<file path="config.mk">
export PLATFORM = sky130hd
export DESIGN_NAME = ug_usb_glue
export DESIGN_NICKNAME = d
export VERILOG_FILES = /design/src/inc/ug_pkg.sv /design/src/inc/ug_stream_if.sv /design/src/core/ug_pin_sync.sv /design/src/core/ug_skid_buf.sv /design/src/core/ug_usb_glue.sv
export SDC_FILE = /design/constraint.sdc
export NUM_CORES = 1
export LEC_CHECK = 0
export ABC_AREA = 1
export ABC_CLOCK_PERIOD_IN_PS = 2500
export BUFFER_PORTS_ARGS = -buffer_cell sky130_fd_sc_hd__buf_2
export CAP_MARGIN = 20
export CORE_ASPECT_RATIO = 2
export CORE_UTILIZATION = 50
export DETAILED_ROUTE_END_ITERATION = 16
export PLACE_DENSITY = 0.83
export SYNTH_ARGS = -nofsm -noshare
export SYNTH_HDL_FRONTEND = slang
export SYNTH_SLANG_ARGS = --single-unit
</file>
<file path="constraint.sdc">
create_clock -name core_clk -period 2.5 [get_ports core_clk]
set_input_delay 0.25 -clock core_clk [delete_from_list [all_inputs] [get_ports core_clk]]
set_output_delay 0.25 -clock core_clk [all_outputs]
set_load 0.01 [all_outputs]
</file>
<file path="src/inc/ug_pkg.sv">
// Constants, types and helpers for the USB device interrupt glue.
// Assumes one 100 MHz core clock and a full-speed core on the link side.
// How it works
// - Link runs full speed, 12 Mbit/s.
// - Software selects bus- or self-powered report.
// - Control endpoint carries 8-byte packets.
// - Two interrupt endpoints, 16-byte packets each.
// - Bulk endpoint 64 bytes, two banks.
// - Isochronous endpoint 294 bytes, two banks.
// - Active-low connect output switches pull-up.
// - Select routes frame/bulk event to fast interrupt.
// - Fast interrupt has exactly one source.
// - Low interrupt takes all other sources.
// - Clear bit 0 clears fast interrupt.
// - One status bit per source, cleared individually.
// - Packet end event after last byte delivered.
// - Received byte count reported per packet.
package ug_pkg;

  localparam int unsigned LINK_RATE_BPS = 12_000_000;
  localparam int unsigned CLK_HZ        = 100_000_000;
  localparam int unsigned INIT_LIMIT_MS = 120;

  localparam int unsigned CTRL_MPS  = 8;
  localparam int unsigned INTR_MPS  = 16;
  localparam int unsigned INTR_EPS  = 2;
  localparam int unsigned BULK_MPS  = 64;
  localparam int unsigned ISO_MPS   = 294;
  localparam int unsigned CNT_W     = 9;
  localparam int unsigned DATA_W    = 8;
  localparam int unsigned EP_W      = 3;
  localparam int unsigned BUF_W     = DATA_W + EP_W + 1;

  localparam int unsigned SRC_N      = 8;
  localparam int unsigned SRC_FRAME  = 0;
  localparam int unsigned SRC_BULK_O = 1;
  localparam int unsigned SRC_BULK_I = 2;

  localparam int unsigned STAT_W      = 10;
  localparam int unsigned ST_FAST     = 0;
  localparam int unsigned ST_CORE_LO  = 1;
  localparam int unsigned ST_PKT_END  = 9;
  localparam logic [STAT_W-1:0] STAT_RST = 10'h000;

  typedef enum logic [1:0]
  {
    UG_FSEL_FRAME  = 2'h0,
    UG_FSEL_BULK_O = 2'h1,
    UG_FSEL_BULK_I = 2'h3
  } ug_fsel_e;

  typedef enum logic [EP_W-1:0]
  {
    UG_EP_CTRL  = 3'h0,
    UG_EP_INT1  = 3'h1,
    UG_EP_INT2  = 3'h2,
    UG_EP_BULK  = 3'h3,
    UG_EP_ISO   = 3'h4
  } ug_ep_e;

  // Source index routed to the fast line; unused code falls to frame
  function automatic logic [2:0] ug_fsel_idx(input logic [1:0] sel);
    logic [2:0] idx;
    idx = 3'(SRC_FRAME);
    if (sel == UG_FSEL_BULK_O)
      idx = 3'(SRC_BULK_O);
    else if (sel == UG_FSEL_BULK_I)
      idx = 3'(SRC_BULK_I);
    return idx;
  endfunction

  // Largest legal packet for an endpoint
  function automatic logic [CNT_W-1:0] ug_mps(input logic [EP_W-1:0] ep);
    logic [CNT_W-1:0] m;
    m = CNT_W'(CTRL_MPS);
    if (ep == UG_EP_INT1 || ep == UG_EP_INT2)
      m = CNT_W'(INTR_MPS);
    else if (ep == UG_EP_BULK)
      m = CNT_W'(BULK_MPS);
    else if (ep == UG_EP_ISO)
      m = CNT_W'(ISO_MPS);
    return m;
  endfunction

endpackage

</file>
<file path="src/inc/ug_stream_if.sv">
// Valid/ready stream between the glue's own modules.
// Assumes source and sink share one clock.
`timescale 1ns/1ns
interface ug_stream_if #(parameter int unsigned W = 8);
  logic [W-1:0] data;
  logic         valid;
  logic         ready;
  modport src (output data, output valid, input ready);
  modport snk (input data, input valid, output ready);
endinterface

</file>
<file path="src/core/ug_pin_sync.sv">
// Three-stage pin synchroniser with agreement filter.
// Assumes an asynchronous pin level on the input.
`timescale 1ns/1ns
module ug_pin_sync
  import ug_pkg::*;
#(
  parameter int unsigned W = 1
)
(
  input  wire logic         core_clk,
  input  wire logic         arst_n,
  input  wire logic         ce,
  input  wire logic [W-1:0] pin,
  output logic      [W-1:0] level
);

  logic [W-1:0] s1_ff;
  logic [W-1:0] s2_ff;
  logic [W-1:0] s3_ff;
  logic [W-1:0] lvl_ff;
  logic [W-1:0] nxt_lvl;

  // A change counts once stages two and three agree
  always_comb
  begin
    nxt_lvl = lvl_ff;
    for (int i = 0; i < int'(W); i++)
      if (s2_ff[i] == s3_ff[i])
        nxt_lvl[i] = s3_ff[i];
  end

  always_ff @(posedge core_clk or negedge arst_n)
  begin
    if (!arst_n)
    begin
      s1_ff  <= '0;
      s2_ff  <= '0;
      s3_ff  <= '0;
      lvl_ff <= '0;
    end
    else if (ce)
    begin
      s1_ff  <= pin;
      s2_ff  <= s1_ff;
      s3_ff  <= s2_ff;
      lvl_ff <= nxt_lvl;
    end
  end

  assign level = lvl_ff;

endmodule // ug_pin_sync

</file>
<file path="src/core/ug_skid_buf.sv">
// Two-entry buffer: head register plus one skid entry.
// Assumes both sides on core_clk; ready and valid come from flops.
`timescale 1ns/1ns
module ug_skid_buf
  import ug_pkg::*;
(
  input  wire logic core_clk,
  input  wire logic arst_n,
  input  wire logic ce,
  ug_stream_if.snk  in_s,
  ug_stream_if.src  out_s
);

  localparam int unsigned W = $bits(in_s.data);

  logic [W-1:0] d0_ff;
  logic [W-1:0] d1_ff;
  logic         v0_ff;
  logic         v1_ff;
  logic [W-1:0] nxt_d0;
  logic [W-1:0] nxt_d1;
  logic         nxt_v0;
  logic         nxt_v1;
  logic         rdy_ff;
  logic         nxt_rdy;
  logic         push;
  logic         pop;

  assign push = in_s.valid & ~v1_ff;
  assign pop  = v0_ff & out_s.ready;

  always_comb
  begin
    nxt_d0 = d0_ff;
    nxt_d1 = d1_ff;
    nxt_v0 = v0_ff;
    nxt_v1 = v1_ff;
    if (pop)
      nxt_v0 = 1'b0;
    if (pop && v1_ff)
    begin
      nxt_d0 = d1_ff;
      nxt_v0 = 1'b1;
      nxt_v1 = 1'b0;
    end
    if (push)
    begin
      if (!nxt_v0)
      begin
        nxt_d0 = in_s.data;
        nxt_v0 = 1'b1;
      end
      else
      begin
        nxt_d1 = in_s.data;
        nxt_v1 = 1'b1;
      end
    end
    nxt_rdy = ~nxt_v1;
  end

  always_ff @(posedge core_clk or negedge arst_n)
  begin
    if (!arst_n)
    begin
      d0_ff <= '0;
      d1_ff <= '0;
      v0_ff <= 1'b0;
      v1_ff <= 1'b0;
      rdy_ff <= 1'b1;
    end
    else if (ce)
    begin
      d0_ff <= nxt_d0;
      d1_ff <= nxt_d1;
      v0_ff <= nxt_v0;
      v1_ff <= nxt_v1;
      rdy_ff <= nxt_rdy;
    end
  end

  assign in_s.ready  = rdy_ff;
  assign out_s.valid = v0_ff;
  assign out_s.data  = d0_ff;

endmodule // ug_skid_buf

</file>
<file path="src/core/ug_usb_glue.sv">
// USB device glue: pull-up control, two-level interrupts, receive path.
// Assumes a full-speed core on the same clock giving event levels/pulses
// and a byte stream; the CPU side reads through plain ports.
`timescale 1ns/1ns
module ug_usb_glue
  import ug_pkg::*;
(
  input  wire logic                core_clk,
  input  wire logic                arst_n,
  input  wire logic                ce,
  input  wire logic                cfg_self_powered,
  input  wire logic                connect_en,
  input  wire logic                vbus_pin,
  input  wire logic [1:0]          fast_sel,
  input  wire logic [SRC_N-1:0]    core_evt,
  input  wire logic                clr_wr,
  input  wire logic [STAT_W-1:0]   clr_bits,
  input  wire logic [DATA_W-1:0]   core_rx_data,
  input  wire logic [EP_W-1:0]     core_rx_ep,
  input  wire logic                core_rx_last,
  input  wire logic                core_rx_valid,
  output logic                     core_rx_ready,
  input  wire logic                rx_rd,
  output logic [DATA_W-1:0]        rx_data,
  output logic [EP_W-1:0]          rx_ep,
  output logic                     rx_last,
  output logic                     rx_valid,
  output logic [CNT_W-1:0]         rx_count,
  output logic                     rx_oversize,
  output logic                     bulk_bank,
  output logic                     iso_bank,
  output logic                     self_powered,
  output logic                     vbus_ok,
  output logic                     usb_connect_n,
  output logic                     high_priority_int_out,
  output logic                     low_priority_int_out,
  output logic [STAT_W-1:0]        int_status
);

  //////////////////////////////////////////////////////////////////////////
  // Receive path through the two-entry buffer

  ug_stream_if #(.W(BUF_W)) in_s ();
  ug_stream_if #(.W(BUF_W)) out_s ();

  assign in_s.data   = {core_rx_ep, core_rx_last, core_rx_data};
  assign in_s.valid  = core_rx_valid;
  assign out_s.ready = rx_rd;

  ug_skid_buf u_buf
  (
    .core_clk (core_clk),
    .arst_n   (arst_n),
    .ce       (ce),
    .in_s     (in_s),
    .out_s    (out_s)
  );

  assign core_rx_ready = in_s.ready;
  assign rx_valid      = out_s.valid;
  assign rx_data       = out_s.data[DATA_W-1:0];
  assign rx_last       = out_s.data[DATA_W];
  assign rx_ep         = out_s.data[BUF_W-1:DATA_W+1];

  logic fire;
  logic pkt_done;

  assign fire     = out_s.valid & rx_rd;
  assign pkt_done = fire & rx_last;

  //////////////////////////////////////////////////////////////////////////
  // Per-packet byte count and bank tracking

  logic [CNT_W-1:0] cnt_ff;
  logic [CNT_W-1:0] count_ff;
  logic             over_ff;
  logic             bulk_bank_ff;
  logic             iso_bank_ff;
  logic [CNT_W-1:0] nxt_cnt;
  logic [CNT_W-1:0] nxt_count;
  logic             nxt_over;
  logic             nxt_bulk_bank;
  logic             nxt_iso_bank;
  logic [CNT_W-1:0] cnt_inc;

  // Saturates rather than wrapping on a runaway packet
  assign cnt_inc = (&cnt_ff) ? cnt_ff : cnt_ff + CNT_W'(1);

  always_comb
  begin
    nxt_cnt       = cnt_ff;
    nxt_count     = count_ff;
    nxt_over      = over_ff;
    nxt_bulk_bank = bulk_bank_ff;
    nxt_iso_bank  = iso_bank_ff;
    if (fire)
      nxt_cnt = cnt_inc;
    if (pkt_done)
    begin
      nxt_cnt   = '0;
      nxt_count = cnt_inc;
      nxt_over  = cnt_inc > ug_mps(rx_ep);
      if (rx_ep == UG_EP_BULK)
        nxt_bulk_bank = ~bulk_bank_ff;
      if (rx_ep == UG_EP_ISO)
        nxt_iso_bank = ~iso_bank_ff;
    end
  end

  always_ff @(posedge core_clk or negedge arst_n)
  begin
    if (!arst_n)
    begin
      cnt_ff       <= '0;
      count_ff     <= '0;
      over_ff      <= 1'b0;
      bulk_bank_ff <= 1'b0;
      iso_bank_ff  <= 1'b0;
    end
    else if (ce)
    begin
      cnt_ff       <= nxt_cnt;
      count_ff     <= nxt_count;
      over_ff      <= nxt_over;
      bulk_bank_ff <= nxt_bulk_bank;
      iso_bank_ff  <= nxt_iso_bank;
    end
  end

  assign rx_count    = count_ff;
  assign rx_oversize = over_ff;
  assign bulk_bank   = bulk_bank_ff;
  assign iso_bank    = iso_bank_ff;

  //////////////////////////////////////////////////////////////////////////
  // Power report and soft connect

  logic vbus_lvl;
  logic self_pwr_ff;
  logic conn_n_ff;
  logic nxt_self_pwr;
  logic nxt_conn_n;

  ug_pin_sync #(.W(1)) u_vbus
  (
    .core_clk (core_clk),
    .arst_n   (arst_n),
    .ce       (ce),
    .pin      (vbus_pin),
    .level    (vbus_lvl)
  );

  always_comb
  begin
    nxt_self_pwr = cfg_self_powered;
    nxt_conn_n   = ~(connect_en & (vbus_lvl | cfg_self_powered));
  end

  always_ff @(posedge core_clk or negedge arst_n)
  begin
    if (!arst_n)
    begin
      self_pwr_ff <= 1'b0;
      conn_n_ff   <= 1'b1;
    end
    else if (ce)
    begin
      self_pwr_ff <= nxt_self_pwr;
      conn_n_ff   <= nxt_conn_n;
    end
  end

  assign self_powered  = self_pwr_ff;
  assign vbus_ok       = vbus_lvl;
  assign usb_connect_n = conn_n_ff;

  //////////////////////////////////////////////////////////////////////////
  // Interrupt status, routing and outputs

  logic [2:0]        fsel_idx;
  logic [STAT_W-1:0] stat_ff;
  logic [STAT_W-1:0] nxt_stat;
  logic [STAT_W-1:0] set_vec;
  logic [STAT_W-1:0] clr_vec;
  logic              hi_ff;
  logic              lo_ff;
  logic              nxt_hi;
  logic              nxt_lo;

  assign fsel_idx = ug_fsel_idx(fast_sel);
  assign clr_vec  = clr_wr ? clr_bits : '0;

  assign set_vec[ST_FAST]    = core_evt[fsel_idx];
  assign set_vec[ST_PKT_END] = pkt_done;

  // Routed source never sets its own low-priority bit
  for (genvar g = 0; g < SRC_N; g++)
  begin : g_src
    assign set_vec[ST_CORE_LO+g] = core_evt[g] && (fsel_idx != 3'(g));
  end

  always_comb
  begin
    nxt_stat = (stat_ff & ~clr_vec) | set_vec;
    nxt_hi   = stat_ff[ST_FAST];
    nxt_lo   = |stat_ff[STAT_W-1:ST_CORE_LO];
  end

  always_ff @(posedge core_clk or negedge arst_n)
  begin
    if (!arst_n)
    begin
      stat_ff <= STAT_RST;
      hi_ff   <= 1'b0;
      lo_ff   <= 1'b0;
    end
    else if (ce)
    begin
      stat_ff <= nxt_stat;
      hi_ff   <= nxt_hi;
      lo_ff   <= nxt_lo;
    end
  end

  assign int_status            = stat_ff;
  assign high_priority_int_out = hi_ff;
  assign low_priority_int_out  = lo_ff;
endmodule // ug_usb_glue

</file>
# After elaboration in Yosys (flattened, before gate mapping)
# Index checks and enable logic that the tools add are counted.
word_totals:
  regBits: 66
  inputBits: 41
  output_inout_bits: 41
classes:
  n_mux: 21
  bitwise_logic: 13
  addsub: 1
  eq_ne: 14
  n_lt_le_gt_ge: 2
  reduce_logical: 20
ops:
  columns: ["op", "n"]
  rows:
  - ["$mux 9", 7]
  - ["$mux 12", 3]
  - ["$ne 3x3->1 const B", 4]
  - ["$and 10x10->10", 1]
  - ["$mux 10", 1]
  - ["$not 10->10", 1]
  - ["$or 10x10->10", 1]
  - ["$add 9x1->9 const B", 1]
  - ["$gt 9x9->1", 1]
  - ["$logic_and 1x1->1", 9]
  - ["$reduce_and 3->1", 3]
  - ["$reduce_and 9->1", 1]
  - ["$reduce_or 9->1", 1]
  - ["$mux 1", 7]
  - ["$eq 3x2->1 const B", 2]
  - ["$ne 3x2->1 const B", 2]
  - ["$reduce_and 2->1", 3]
  - ["$not 1->1", 5]
  - ["$and 1x1->1", 4]
  - ["$lt 3x4->1 const B", 1]
  - ["$mux 2", 2]
  - ["$bmux 1 s3", 1]
  - ["$eq 3x1->1 const B", 1]
  - ["$eq 3x3->1 const B", 1]
  - ["other kinds (8)", 8]

# Longest topological paths before layout
depth:
  ltp_word: 6
  mapped_depth: 16
  ltp_nobuf: 16

# By module
# Synthesis repeated with hierarchy kept, for this count alone.
hier_totals:
  cells_unflattened: 423
  hier_area_um2: 3514.6
by_module_without_submodules:
  columns: ["mod", "cells_each", "n_inst", "area_per_inst_um2"]
  rows:
  - ["ug_usb_glue", 224, 1, 1909.3]
  - ["ug_skid_buf", 179, 1, 1441.4]
  - ["ug_pin_sync", 20, 1, 163.9]

# Worst setup path before layout
# Ideal clock, no wire load.
synth_timing:
  path_type: "flip-flop to flip-flop"
  startpoint: "register cnt_ff[0]"
  endpoint: "register over_ff (netlist: rx_oversize)"
  stages_incl_launch_ff: 16
  t_required_ns: 2.384
  setup_time_ns: 0.116
  arrival_ns: 2.049
  n_path_buf: 0
  path_slack_ns: 0.335
  path_cell_list: "dfrtp_1 -> ha_1 -> inv_1 -> nor2_4 -> nand3_4 -> nand4_1 -> xor2_1 -> inv_1 -> ha_1 -> nand2_1 -> nor2_1 -> nand3_1 -> nor2_1 -> a21oi_2 -> nand2_1 -> nand2_1"
synth_between:
  elab_chain_cells: 3
  elab_cells_between_ends: 4
  cone_classes: "add/sub: 1; order compare: 1; mux: 1; reduce/logical: 1"
synth_rtl:
  columns: ["element", "line_no", "rtl"]
  rows:
  - ["start: declaration", "ug_usb_glue.sv:74", "logic [CNT_W-1:0] cnt_ff;"]
  - ["start signal: assignment", "ug_usb_glue.sv:122", "cnt_ff <= nxt_cnt;"]
  - ["$add 9x1->9 / $reduce_and 9->1 (equally long branches)", "ug_usb_glue.sv:87", "assign cnt_inc = (&cnt_ff) ? cnt_ff : cnt_ff + CNT_W'(1);"]
  - ["$mux 9 *", "ug_usb_glue.sv:87", null]
  - ["named net cnt_inc[5]", "ug_usb_glue.sv:84", "logic [CNT_W-1:0] cnt_inc;"]
  - ["$gt 9x9->1 *", "ug_usb_glue.sv:102", "nxt_over = cnt_inc > ug_mps(rx_ep);"]
  - ["end signal: assignment", "ug_usb_glue.sv:124", "over_ff <= nxt_over;"]
  - ["end: declaration", "ug_usb_glue.sv:76", "logic over_ff;"]
# Mark *: on every way through the listed nets, which the timed path passes. The rest lies on a longest branch.
# A chain may end at the register's enable or synchronous reset.

# Worst setup path after layout
# Same ends and word-level chain as after synthesis.

==> impl_metrics.py <==
metrics = {
    "timing": {
        "maxSlewViolCount": 0,
        "min_period_over_period": 0.9589,
        "min_period_ns": 2.397,
        "setup_viol": 0,
        "max_freq_mhz": 417.1,
        "setup_slack_ns": 0.1027,
        "skew_ns": 0.005170,
        "worstMarginPinSlew_ns": 0.8286,
        "final-hold-violation-count": 0,
        "max_slew_margin": 0.4476,
    },
    "drt": {
        "drc_errors": 0,
        "vias": 2823,
        "ant_nets": 0,
        "wl_per_cell_um": 15.56,
        "drt_iter0_markers": 134,
        "firstDrtPassIters": 4,
        "wl_mm": 8.042,
        "via_per_inst": 5.460,
    },
    "setup_path": {
        "cp_common_cell": "nand2_1",
        "cp-end-kind": "flip-flop",
        "critical_path.top_delay_family": "simple AND/OR/NAND/NOR gates",
        "slowest_stage": "dfrtp_1",
        "critPathLaunchType": "flip-flop",
        "cp_data_required_time_ns": 2.72,
        "crit_chain": "ha_2 > inv_1 > nor2_4 > nand3_4 > nand3_2 > nor3_2 > xor2_1 > ha_1 > nand2_1 > nor2_1 > nand3_1 > nor2_2 > a21oi_2 > nand2_1 > nand2_1",
        "crit_type": "reg2reg",
        "critPathMaxStageDelay_ns": 0.41,
        "rrSetupSlack_ns": 0.10,
        "cp_max_fo": 5,
        "crit_arrival_ns": 2.62,
        "path_buf_inv": 1,
    },
    "place": {
        "place_hpwl_mm": 5.693,
        "place_ws_ns": 0.08270,
        "gp_congestion": 0.9854,
        "portBuffers": 81,
    },
    "finish": {
        "utilization": 0.6622,
        "fin_nets": 476,
        "area_growth_pct": 26.33,
        "layout_common_cells": "buf_2 (81), nand2_1 (67), dfrtp_1 (64)",
        "n_antenna_cell": 0,
        "layout-drive-gt1-share": 0.3372,
        "mostFrequentLayoutCell": "buf_2",
    },
    "global_route": {
        "overflow": 0,
        "grt_pass1_vias": 2760,
        "grt_use_total": 0.2556,
        "grt_pass1_wl_mm": 12.76,
        "antenna_found_initial": 0,
        "grt_max_degree": 67,
    },
    "cts": {
        "clock_latency_ns": 0.33,
        "hold_buffers": 0,
        "cts_buffer_depth": 2,
        "cts_buffers": 9,
        "clk_transition_reported_paths_ns": 0.06,
        "cts_htree_levels": 3,
        "cts_root_buf": "clkbuf_16",
        "numClockSinks": 66,
        "cts_tree": "built",
    },
    "synthesis": {
        "synth_cell_types": 37,
        "yosysWarnings": 0,
        "ys_seq_area_frac": 0.5211,
        "synth_seq_cells": 66,
        "netlist_instances": 337,
        "synth_edf_count": 0,
        "synth_nets": 385,
        "synth_ff_type": "dfrtp_1",
        "async_flop_share": 1.000,
        "syn_avg_cell_area_sq_um": 9.419,
        "netlist_area_sq_um": 3174,
    },
    "min_path": {
        "hp-class": "in2async",
    },
    "status": {
        "status": "finished, final reports clean",
    },
    "die": {
        "die_h_um": 114.7,
        "rows": 40,
        "core_sq_um": 6056,
        "ios": 82,
        "start_util": 0.5242,
        "fp.dieArea_sq_um": 6690,
        "die_x_um": 58.34,
    },
    "pwr": {
        "power_mw": 4.206,
        "power.leakage_nw": 2.032,
        "peakVddDrop_uv": 743.0,
        "power_per_cell_area_nw_per_um2": 1049,
    },
    "job": {
        "cap_viol_max_count": 0,
    },
}
## where the power goes
part	switching, mW	internal (mW)	leakage, nW
clock	0.449	0.763	0.142
combinational	0.755	0.583	1.10
sequential	0.238	1.42	0.790
## path summary, 6_finish.rpt
path	from	endpoint	cells after the start
setup / recovery	cnt_ff[0]$_DFFE_PN0P_	rx_oversize$_DFFE_PN0P_	15
hold / removal	arst_n	u_vbus.s1_ff$_DFFE_PN0P_	2
setup reg to reg	cnt_ff[0]$_DFFE_PN0P_	rx_oversize$_DFFE_PN0P_	15
hold reg to reg	bulk_bank$_DFFE_PN0P_	bulk_bank$_DFFE_PN0P_	1
max in group asynchronous	arst_n	u_buf.out_s.data[7]$_DFFE_PN0P_	2
min in group core_clk	core_evt[7]	int_status[8]$_DFFE_PN0P_	2
## state kept, by name, summed over array words and instances, names as in the netlist
name,count
bulk_bank,1
u_buf.d1_ff,12
u_vbus.level,1
self_powered,1
low_priority_int_out,1
high_priority_int_out,1
u_vbus.s3_ff,1
usb_connect_n,1
u_vbus.s2_ff,1
u_buf.out_s.data,12
rx_count,9
u_buf.in_s.ready,1
int_status,10
u_buf.out_s.valid,1
iso_bank,1
cnt_ff,9
rx_oversize,1
u_buf.v1_ff,1
u_vbus.s1_ff,1
## metrics by stage
| stage | hold slack, ns | TNS, ns | cell area [sq um] | instances |
|---|---|---|---|---|
| 4_1_cts | 0.1363 | 0 | 3941 | 510 |
| 5_1_grt | 0.1518 | -0.01510 | 4010 | 517 |
| 2_1_floorplan | -0.04559 | 0 | 3174 | 337 |
| 3_5_place_dp | 0.4518 | 0 | 3655 | 494 |
| 6_report | 0.09419 | 0 | 4010 | 517 |
| 3_3_place_gp | 0.4506 | 0 | 3655 | 494 |
## Yosys cell counts (all sizes together), types with 3 or more instances
| cell type | number | area, sq um |
|---|---|---|
| nand2 | 70 | 270.3 |
| dfrtp | 64 | 1602 |
| inv | 40 | 150.1 |
| nor2 | 27 | 131.4 |
| nand3 | 24 | 142.6 |
| o22ai | 16 | 100.1 |
| o21ai | 15 | 75.07 |
| a22oi | 12 | 90.09 |
| mux2 | 12 | 135.1 |
| ha | 7 | 87.58 |
| a21oi | 6 | 41.29 |
| a22o | 6 | 53.80 |
| buf | 6 | 37.53 |
| clkbuf | 6 | 22.52 |
| a31oi | 4 | 25.02 |
| xor2 | 4 | 35.03 |
| nand4 | 3 | 18.77 |
| o21a | 3 | 22.52 |
## layer usage
layer | GRT usage | part of all wire | vias to the layer above | wire length [um]
met5 | 0 | 0 | - | 0
met4 | 0.1365 | 0.032 | 0 | 254
met3 | 0.05537 | 0.040 | 23 | 320
met2 | 0.4552 | 0.57 | 93 | 4608
met1 | 0.2725 | 0.36 | 1379 | 2859
li1 | - | - | 1328 | -
## layout make-up
class	count	area [sq um]
Sequential cell	66	1654
Clock inverter	6	57.56
Multi-Input combinational cell	219	1326
Inverter	40	150.1
Fill cell	478	2046
Tap cell	84	105.1
Timing Repair Buffer	92	488.0
Clock buffer	10	229.0
## logic make-up after synthesis
kind of cell    count (synthesis)  synth area share
xor+xnor                        5           0.01380
fa+ha+maj                       7           0.02759
flops                          66            0.5211
buf+inv                        52           0.06622
simple gates                  128            0.1860
compound gates                 67            0.1427
mux                            12           0.04257
## repair_timing
item | CTS | global route
endpoints found under the setup margin | 0 | 1
setup buffers | 0 | 7
resized for setup | 0 | 4
No activity file was read; power rests on OpenSTA's default activity.
